===== src/pkg/lcc_regs.svh =====
// register offsets, field positions and reset values of the lane slice
`ifndef LCC_REGS_SVH
`define LCC_REGS_SVH

`define LCC_ADDR_A0_IDLE       8'h2B
`define LCC_ADDR_EQ            8'h2C
`define LCC_ADDR_SWING_FIRST   8'h2D
`define LCC_ADDR_SWING_SECOND  8'h2E
`define LCC_ADDR_IDLE_THRESH   8'h2F
`define LCC_ADDR_B0_IDLE       8'h32

`define LCC_RST_A0_IDLE        8'h00
`define LCC_RST_EQ             8'h20
`define LCC_RST_SWING_FIRST    8'h03
`define LCC_RST_SWING_SECOND   8'h03
`define LCC_RST_IDLE_THRESH    8'h00
`define LCC_RST_B0_IDLE        8'h00

`define LCC_BIT_IDLE_AUTO      5
`define LCC_BIT_IDLE_SEL       4
`define LCC_BIT_EQ_EN          5
`define LCC_FLD_GAIN_HI        4
`define LCC_FLD_GAIN_LO        3
`define LCC_FLD_BOOST_HI       2
`define LCC_FLD_BOOST_LO       0
`define LCC_FLD_SWING_HI       6
`define LCC_FLD_DEASSERT_HI    3
`define LCC_FLD_DEASSERT_LO    2
`define LCC_FLD_ASSERT_HI      1
`define LCC_FLD_ASSERT_LO      0

`define LCC_EQ_CODE_LOW_BOOST  8'h2A
`define LCC_EQ_CODE_MID_BOOST  8'h39
`define LCC_SWING_CODE_600MV   8'h03
`define LCC_SWING_CODE_800MV   8'h07
`define LCC_SWING_CODE_1000MV  8'h0F

`endif


===== src/pkg/lcc_pkg.sv =====
// types shared by the lane conditioning register bank
package lcc_pkg;

    typedef enum logic [1:0] {
        LCC_IDLE_DRIVE,
        LCC_IDLE_MUTE,
        LCC_IDLE_AUTO
    } lcc_idle_mode_type;

    typedef logic [7:0] lcc_byte_type;

endpackage : lcc_pkg


===== src/hdl/lcc_config_regs.sv =====
// lane 0 conditioning configuration registers and idle control
//
// Behaviour
// - auto idle bit mutes via own detection
// - manual: select 0 drives, 1 mutes
// - equalizer field: enable, gain, boost
// - equalizer resets to bypass code 20h
// - 32 settings: four gains, eight boosts
// - swing field selects amplitude, reset 03h
// - second swing register, eight bits, reset 03h
// - threshold: deassert bits 3:2, assert 1:0
`timescale 1ns/100ps
`default_nettype none
`include "lcc_regs.svh"

module lcc_config_regs (
    input  wire logic       clk,
    input  wire logic       rst_n,
    input  wire logic [7:0] reg_addr,
    input  wire logic [7:0] reg_wdata,
    input  wire logic       reg_wr,
    input  wire logic       reg_rd,
    output logic      [7:0] reg_rdata,
    input  wire logic       lane0_elec_idle,
    output logic            output_a_lane0_mute,
    output logic            output_a_lane0_signal_detect_en,
    output logic            output_b_lane0_mute,
    output logic            output_b_lane0_signal_detect_en,
    output logic            equalizer_setting_en,
    output logic      [1:0] gain_stage_select,
    output logic      [2:0] boost_level_select,
    output logic      [6:0] output_swing_first,
    output logic      [7:0] output_swing_second,
    output logic      [1:0] idle_deassert_level,
    output logic      [1:0] idle_assert_level
);

    lcc_pkg::lcc_byte_type a0_idle_r, a0_idle_nxt;
    lcc_pkg::lcc_byte_type eq_r, eq_nxt;
    lcc_pkg::lcc_byte_type swing1_r, swing1_nxt;
    lcc_pkg::lcc_byte_type swing2_r, swing2_nxt;
    lcc_pkg::lcc_byte_type thresh_r, thresh_nxt;
    lcc_pkg::lcc_byte_type b0_idle_r, b0_idle_nxt;
    lcc_pkg::lcc_byte_type rdata_r, rdata_nxt;
    logic                  idle_meta_r;
    logic                  idle_sync_r;
    logic                  a_mute_r, a_mute_nxt;
    logic                  b_mute_r, b_mute_nxt;

    // decode an idle control byte into its mode
    function automatic lcc_pkg::lcc_idle_mode_type idle_mode(
        input lcc_pkg::lcc_byte_type ctrl
    );
        lcc_pkg::lcc_idle_mode_type m;
        if (ctrl[`LCC_BIT_IDLE_AUTO]) begin
            m = lcc_pkg::LCC_IDLE_AUTO;
        end else if (ctrl[`LCC_BIT_IDLE_SEL]) begin
            m = lcc_pkg::LCC_IDLE_MUTE;
        end else begin
            m = lcc_pkg::LCC_IDLE_DRIVE;
        end
        return m;
    endfunction : idle_mode

    // mute decision for one output
    function automatic logic mute_for(
        input lcc_pkg::lcc_byte_type ctrl,
        input logic                  idle
    );
        logic r;
        case (idle_mode(ctrl))
            lcc_pkg::LCC_IDLE_AUTO:  r = idle;
            lcc_pkg::LCC_IDLE_MUTE:  r = 1'b1;
            lcc_pkg::LCC_IDLE_DRIVE: r = 1'b0;
            default:                 r = 1'b0;
        endcase
        return r;
    endfunction : mute_for

    // register writes and reads
    always_comb begin
        a0_idle_nxt = a0_idle_r;
        eq_nxt      = eq_r;
        swing1_nxt  = swing1_r;
        swing2_nxt  = swing2_r;
        thresh_nxt  = thresh_r;
        b0_idle_nxt = b0_idle_r;
        rdata_nxt   = rdata_r;
        if (reg_wr) begin
            case (reg_addr)
                `LCC_ADDR_A0_IDLE:      a0_idle_nxt = reg_wdata;
                `LCC_ADDR_EQ:           eq_nxt      = reg_wdata;
                `LCC_ADDR_SWING_FIRST:  swing1_nxt  = reg_wdata;
                `LCC_ADDR_SWING_SECOND: swing2_nxt  = reg_wdata;
                `LCC_ADDR_IDLE_THRESH:  thresh_nxt  = reg_wdata;
                `LCC_ADDR_B0_IDLE:      b0_idle_nxt = reg_wdata;
                default:                a0_idle_nxt = a0_idle_r;
            endcase
        end
        if (reg_rd) begin
            case (reg_addr)
                `LCC_ADDR_A0_IDLE:      rdata_nxt = a0_idle_r;
                `LCC_ADDR_EQ:           rdata_nxt = eq_r;
                `LCC_ADDR_SWING_FIRST:  rdata_nxt = swing1_r;
                `LCC_ADDR_SWING_SECOND: rdata_nxt = swing2_r;
                `LCC_ADDR_IDLE_THRESH:  rdata_nxt = thresh_r;
                `LCC_ADDR_B0_IDLE:      rdata_nxt = b0_idle_r;
                default:                rdata_nxt = 8'h00;
            endcase
        end
    end

    always_ff @(posedge clk or negedge rst_n) begin
        if (!rst_n) begin
            a0_idle_r <= `LCC_RST_A0_IDLE;
            eq_r      <= `LCC_RST_EQ;
            swing1_r  <= `LCC_RST_SWING_FIRST;
            swing2_r  <= `LCC_RST_SWING_SECOND;
            thresh_r  <= `LCC_RST_IDLE_THRESH;
            b0_idle_r <= `LCC_RST_B0_IDLE;
            rdata_r   <= 8'h00;
        end else begin
            a0_idle_r <= a0_idle_nxt;
            eq_r      <= eq_nxt;
            swing1_r  <= swing1_nxt;
            swing2_r  <= swing2_nxt;
            thresh_r  <= thresh_nxt;
            b0_idle_r <= b0_idle_nxt;
            rdata_r   <= rdata_nxt;
        end
    end

    // idle detector is analog, hence two flops
    always_ff @(posedge clk or negedge rst_n) begin
        if (!rst_n) begin
            idle_meta_r <= 1'b0;
            idle_sync_r <= 1'b0;
        end else begin
            idle_meta_r <= lane0_elec_idle;
            idle_sync_r <= idle_meta_r;
        end
    end

    // mute from next control byte, so it lands with the write
    always_comb begin
        a_mute_nxt = mute_for(a0_idle_nxt, idle_sync_r);
        b_mute_nxt = mute_for(b0_idle_nxt, idle_sync_r);
    end

    always_ff @(posedge clk or negedge rst_n) begin
        if (!rst_n) begin
            a_mute_r <= 1'b0;
            b_mute_r <= 1'b0;
        end else begin
            a_mute_r <= a_mute_nxt;
            b_mute_r <= b_mute_nxt;
        end
    end

    // analog controls follow stored fields
    assign reg_rdata                       = rdata_r;
    assign output_a_lane0_mute             = a_mute_r;
    assign output_b_lane0_mute             = b_mute_r;
    assign output_a_lane0_signal_detect_en = a0_idle_r[`LCC_BIT_IDLE_AUTO];
    assign output_b_lane0_signal_detect_en = b0_idle_r[`LCC_BIT_IDLE_AUTO];
    assign equalizer_setting_en = eq_r[`LCC_BIT_EQ_EN];
    assign gain_stage_select =
        eq_r[`LCC_FLD_GAIN_HI:`LCC_FLD_GAIN_LO];
    assign boost_level_select =
        eq_r[`LCC_FLD_BOOST_HI:`LCC_FLD_BOOST_LO];
    assign output_swing_first  = swing1_r[`LCC_FLD_SWING_HI:0];
    assign output_swing_second = swing2_r;
    assign idle_deassert_level =
        thresh_r[`LCC_FLD_DEASSERT_HI:`LCC_FLD_DEASSERT_LO];
    assign idle_assert_level =
        thresh_r[`LCC_FLD_ASSERT_HI:`LCC_FLD_ASSERT_LO];
endmodule : lcc_config_regs
`default_nettype wire


===== config.mk =====
export PLATFORM = sky130hd
export DESIGN_NAME = lcc_config_regs
export DESIGN_NICKNAME = d
export VERILOG_FILES = /design/src/pkg/lcc_pkg.sv /design/src/hdl/lcc_config_regs.sv
export VERILOG_INCLUDE_DIRS = /design/src /design/src/pkg
export SDC_FILE = /design/constraint.sdc
export NUM_CORES = 1
export LEC_CHECK = 0
export BUFFER_PORTS_ARGS = -buffer_cell sky130_fd_sc_hd__buf_2
export CORE_UTILIZATION = 41
export DETAILED_ROUTE_END_ITERATION = 8
export SLEW_MARGIN = 20
export SYNTH_ARGS = -nofsm -noshare
export SYNTH_HDL_FRONTEND = slang
export SYNTH_SLANG_ARGS = --single-unit

===== constraint.sdc =====
create_clock -name clk -period 1.23 [get_ports clk]
set_clock_uncertainty 0.1 [all_clocks]
set_input_delay 0.0615 -clock clk [delete_from_list [all_inputs] [get_ports clk]]
set_output_delay 0.0615 -clock clk [all_outputs]
set_load 0.02 [all_outputs]

==> impl_metrics.env <==
export IMPL_worstRegToRegCells=3
export IMPL_setup_slack_ns=-0.05925
export IMPL_grt_max_degree=33
export IMPL_swShare=0.2641
export IMPL_port_buffers=57
export IMPL_synth_edff_count=0
export IMPL_max_stage_delay_ns=0.51
export IMPL_fp_dieArea_mm2=0.007593
export IMPL_htree_levels=3
export IMPL_maxCapViolCount=0
export IMPL_fmax_mhz=775.6
export IMPL_grt_overflow=0
export IMPL_synth_cell_area_mm2=0.002972
export IMPL_hold_violations=0
export IMPL_worstSetupPathDepth=3
export IMPL_syn2layout_area_growth_pct=39.24
export IMPL_grt_first_pass_wirelength_um=10850
export IMPL_firstDrtPassIters=4
export IMPL_critPathKind="reg2reg"
export IMPL_pwr_share_comb=0.156
export IMPL_clk_pin_slew_worst_paths_ns=0.07
export IMPL_finalMaxSlewViolations=0
export IMPL_yosysMostFrequentCell="dfrtp_1"
export IMPL_cp_data_required_time_ns=1.32
export IMPL_seqPwrFrac=0.481
export IMPL_period_minus_slack_ns=1.289
export IMPL_crit_family="multiplexers"
export IMPL_seq_area_frac_synth=0.5074
export IMPL_nFillCells=629
export IMPL_drcViolationCount=0
export IMPL_utilization=0.5991
export IMPL_fin_crit_sh=1.048
export IMPL_ys_top_cells_by_area="dfrtp_1 (46%), mux2_2 (18%), mux4_2 (6.1%)"
export IMPL_arrival_ns=1.38
export IMPL_wl_per_cell_um=16.38
export IMPL_drive_gt1_frac=0.6288
export IMPL_post_place_ws_ns=-0.3246
export IMPL_ioPinCount=58
export IMPL_place_congestion=0.7368
export IMPL_p_switching_mw=1.171
export IMPL_vdd_ir_drop_max_mv=0.4675
export IMPL_grt_usage=0.1969
export IMPL_floorplan_initialDensity=0.4303
export IMPL_cp_max_fo=2
export IMPL_grt_pass1_vias=2039
export IMPL_path_cells="mux4_2 > nand3_2 > a31oi_1"
export IMPL_dieHeight_um=87.14
export IMPL_synth_common_cells="dfrtp_1 (55), mux2_2 (48), buf_4 (16), nand3_1 (9), nor2_1 (9)"
export IMPL_root_buffer="clkbuf_8"
export IMPL_violations="negative setup slack"
export IMPL_ys_warnings_count=0
export IMPL_tightest_slew_ns=0.3320
export IMPL_antenna_found_initial=0
export IMPL_syn_avg_cell_area_um2=13.69
export IMPL_viasPerCell=5.073
export IMPL_syn_nets=238
export IMPL_rows=30
export IMPL_setup_viol=9
export IMPL_cts_buffers=9
export IMPL_synth_cells=217
export IMPL_leakage_nw=2.064
export IMPL_p_per_area_mw_per_mm2=1072
export IMPL_antenna_cells=0
export IMPL_final_nets=342
export IMPL_rsz0062_at_grt="true"
export IMPL_async_reset_ff_frac=1.000
export IMPL_ys_ff_latch=60
export IMPL_dr_first_iter_drc_count=77
export IMPL_p_int_mw=3.263
export IMPL_core_mm2=0.006907
export IMPL_r2r_end="reg_rdata[0]"
export IMPL_postRouteAntennaNets=0
export IMPL_synthFlopType="dfrtp_1"
export IMPL_clock_sinks=60
export IMPL_setup_worst_path_end_class="flip-flop"
export IMPL_critPathLaunchType="flip-flop"
export IMPL_synth_cell_types=27
export IMPL_rr_startpoint="thresh_r[0]"
export IMPL_slowest_stage="mux4_2"
export IMPL_slew_headroom=0.7786
export IMPL_p_clk_frac=0.362
export IMPL_post_dp_hpwl_um=4833
export IMPL_yosys_area_top_type="dfrtp_1"
export IMPL_critPathLaunch="thresh_r[0]"
export IMPL_yosysTopAreaCellShare=0.4632
export IMPL_status="complete, but fails checks"
export IMPL_worstSetupEndpoint="reg_rdata[0]"
export IMPL_clockBufferDepth=2
export IMPL_worst_path_buf_inv=0
export IMPL_min_delay_start="reg_rd"
export IMPL_hold_class="in2reg"
export IMPL_drt_wl_total_um=6913
export IMPL_clk_insertion_delay_late_ns=0.33
export IMPL_cts_tree="yes"
export IMPL_r2r_slack_ns=-0.06
export IMPL_vias=2141
export IMPL_die_w_um=87.14
[power groups by stage]
stage	combinational (mW)	clock, mW	sequential [mW]
finish	0.692	1.61	2.13
global route	0.744	1.74	2.15
CTS	0.690	1.65	2.14
detailed placement	0.644	0	2.17
global placement	0.635	0	2.17
floorplan	0.309	0	2.21
[layer usage]
| metal | routed length, um | global-route usage | share of wire | vias up |
|---|---|---|---|---|
| met5 | 0 | 0 | 0 | - |
| met4 | 73 | 0.07452 | 0.011 | 0 |
| met3 | 227 | 0.03981 | 0.033 | 6 |
| met2 | 3424 | 0.3006 | 0.50 | 40 |
| met1 | 3187 | 0.2773 | 0.46 | 1084 |
| li1 | - | - | - | 1011 |
[placed cells by master, fill, tap and decap left out, types with 8 or more instances in the layout]
master,synthesis,routed
buf_2,3,53
o211ai_1,8,8
clkbuf_8,0,11
dlygate4sd3_1,0,10
buf_4,16,45
dfrtp_1,55,55
buf_12,0,8
mux4_2,8,8
nor4bb_1,8,8
nand3_2,0,8
and4b_1,8,8
nor2_1,9,9
buf_6,1,8
mux2_2,48,34
a31oi_1,8,8
mux2_4,0,14
[cell families after synthesis]
family	after synthesis	synth area share
mux	61	0.2594
buf+inv	31	0.06400
compound gates	16	0.03705
flops	60	0.5074
simple gates	49	0.1322
[registers in the layout (all words and copies together) (netlist names)]
register and cells:
output_a_lane0_mute 1, a0_idle_r 8, eq_r 8, output_swing_second 8, b0_idle_r 8, swing1_r 8
output_b_lane0_mute 1, thresh_r 8, idle_meta_r 1, reg_rdata 8, idle_sync_r 1
[worst min path at each step]
stage,slack [ns],end,depth (start not counted)
3_3_place_gp,-0.12,swing1_r[6],1
5_1_grt,0.03,reg_rdata[5],2
3_5_place_dp,-0.12,thresh_r[6],1
4_1_cts,0.005,reg_rdata[7],2
6_report,0.01,reg_rdata[2],2
2_1_floorplan,-0.33,a0_idle_r[0],0
[repair_timing]
item | 4_1_cts | 5_1_grt
gates resized for setup | 17 | 3
hold buffers | 10 | 0
setup buffers | 1 | 2
endpoints found under the hold margin | 105 | 0
setup endpoints to repair | 11 | 11
pin swaps | 8 | 2
[area by class of cell]
type                       instances  area (um2)  area share
clock inverter                     4       25.02    0.006048
tap                               96       120.1     0.02903
timing repair buffer             124       953.4      0.2304
clock buffer                      12       155.1     0.03750
sequential                        60        1508      0.3644
multi-input combinational        126        1376      0.3326
[metrics by stage]
stage	instance area [um2]	hold slack [ns]	total power, mW	instances	setup TNS [ns]
after detailed placement	3755	-0.1219	2.815	393	-11.37
final	4138	0.01265	4.434	422	-0.2471
after floorplan	3049	-0.3341	2.523	217	-6.037
after global placement	3755	-0.1225	2.803	393	-10.98
after global routing	4138	0.02589	4.624	422	-0.6984
after CTS	4113	0.005254	4.474	420	-0.3204
Note: power is estimated with default switching activity, not from simulation.
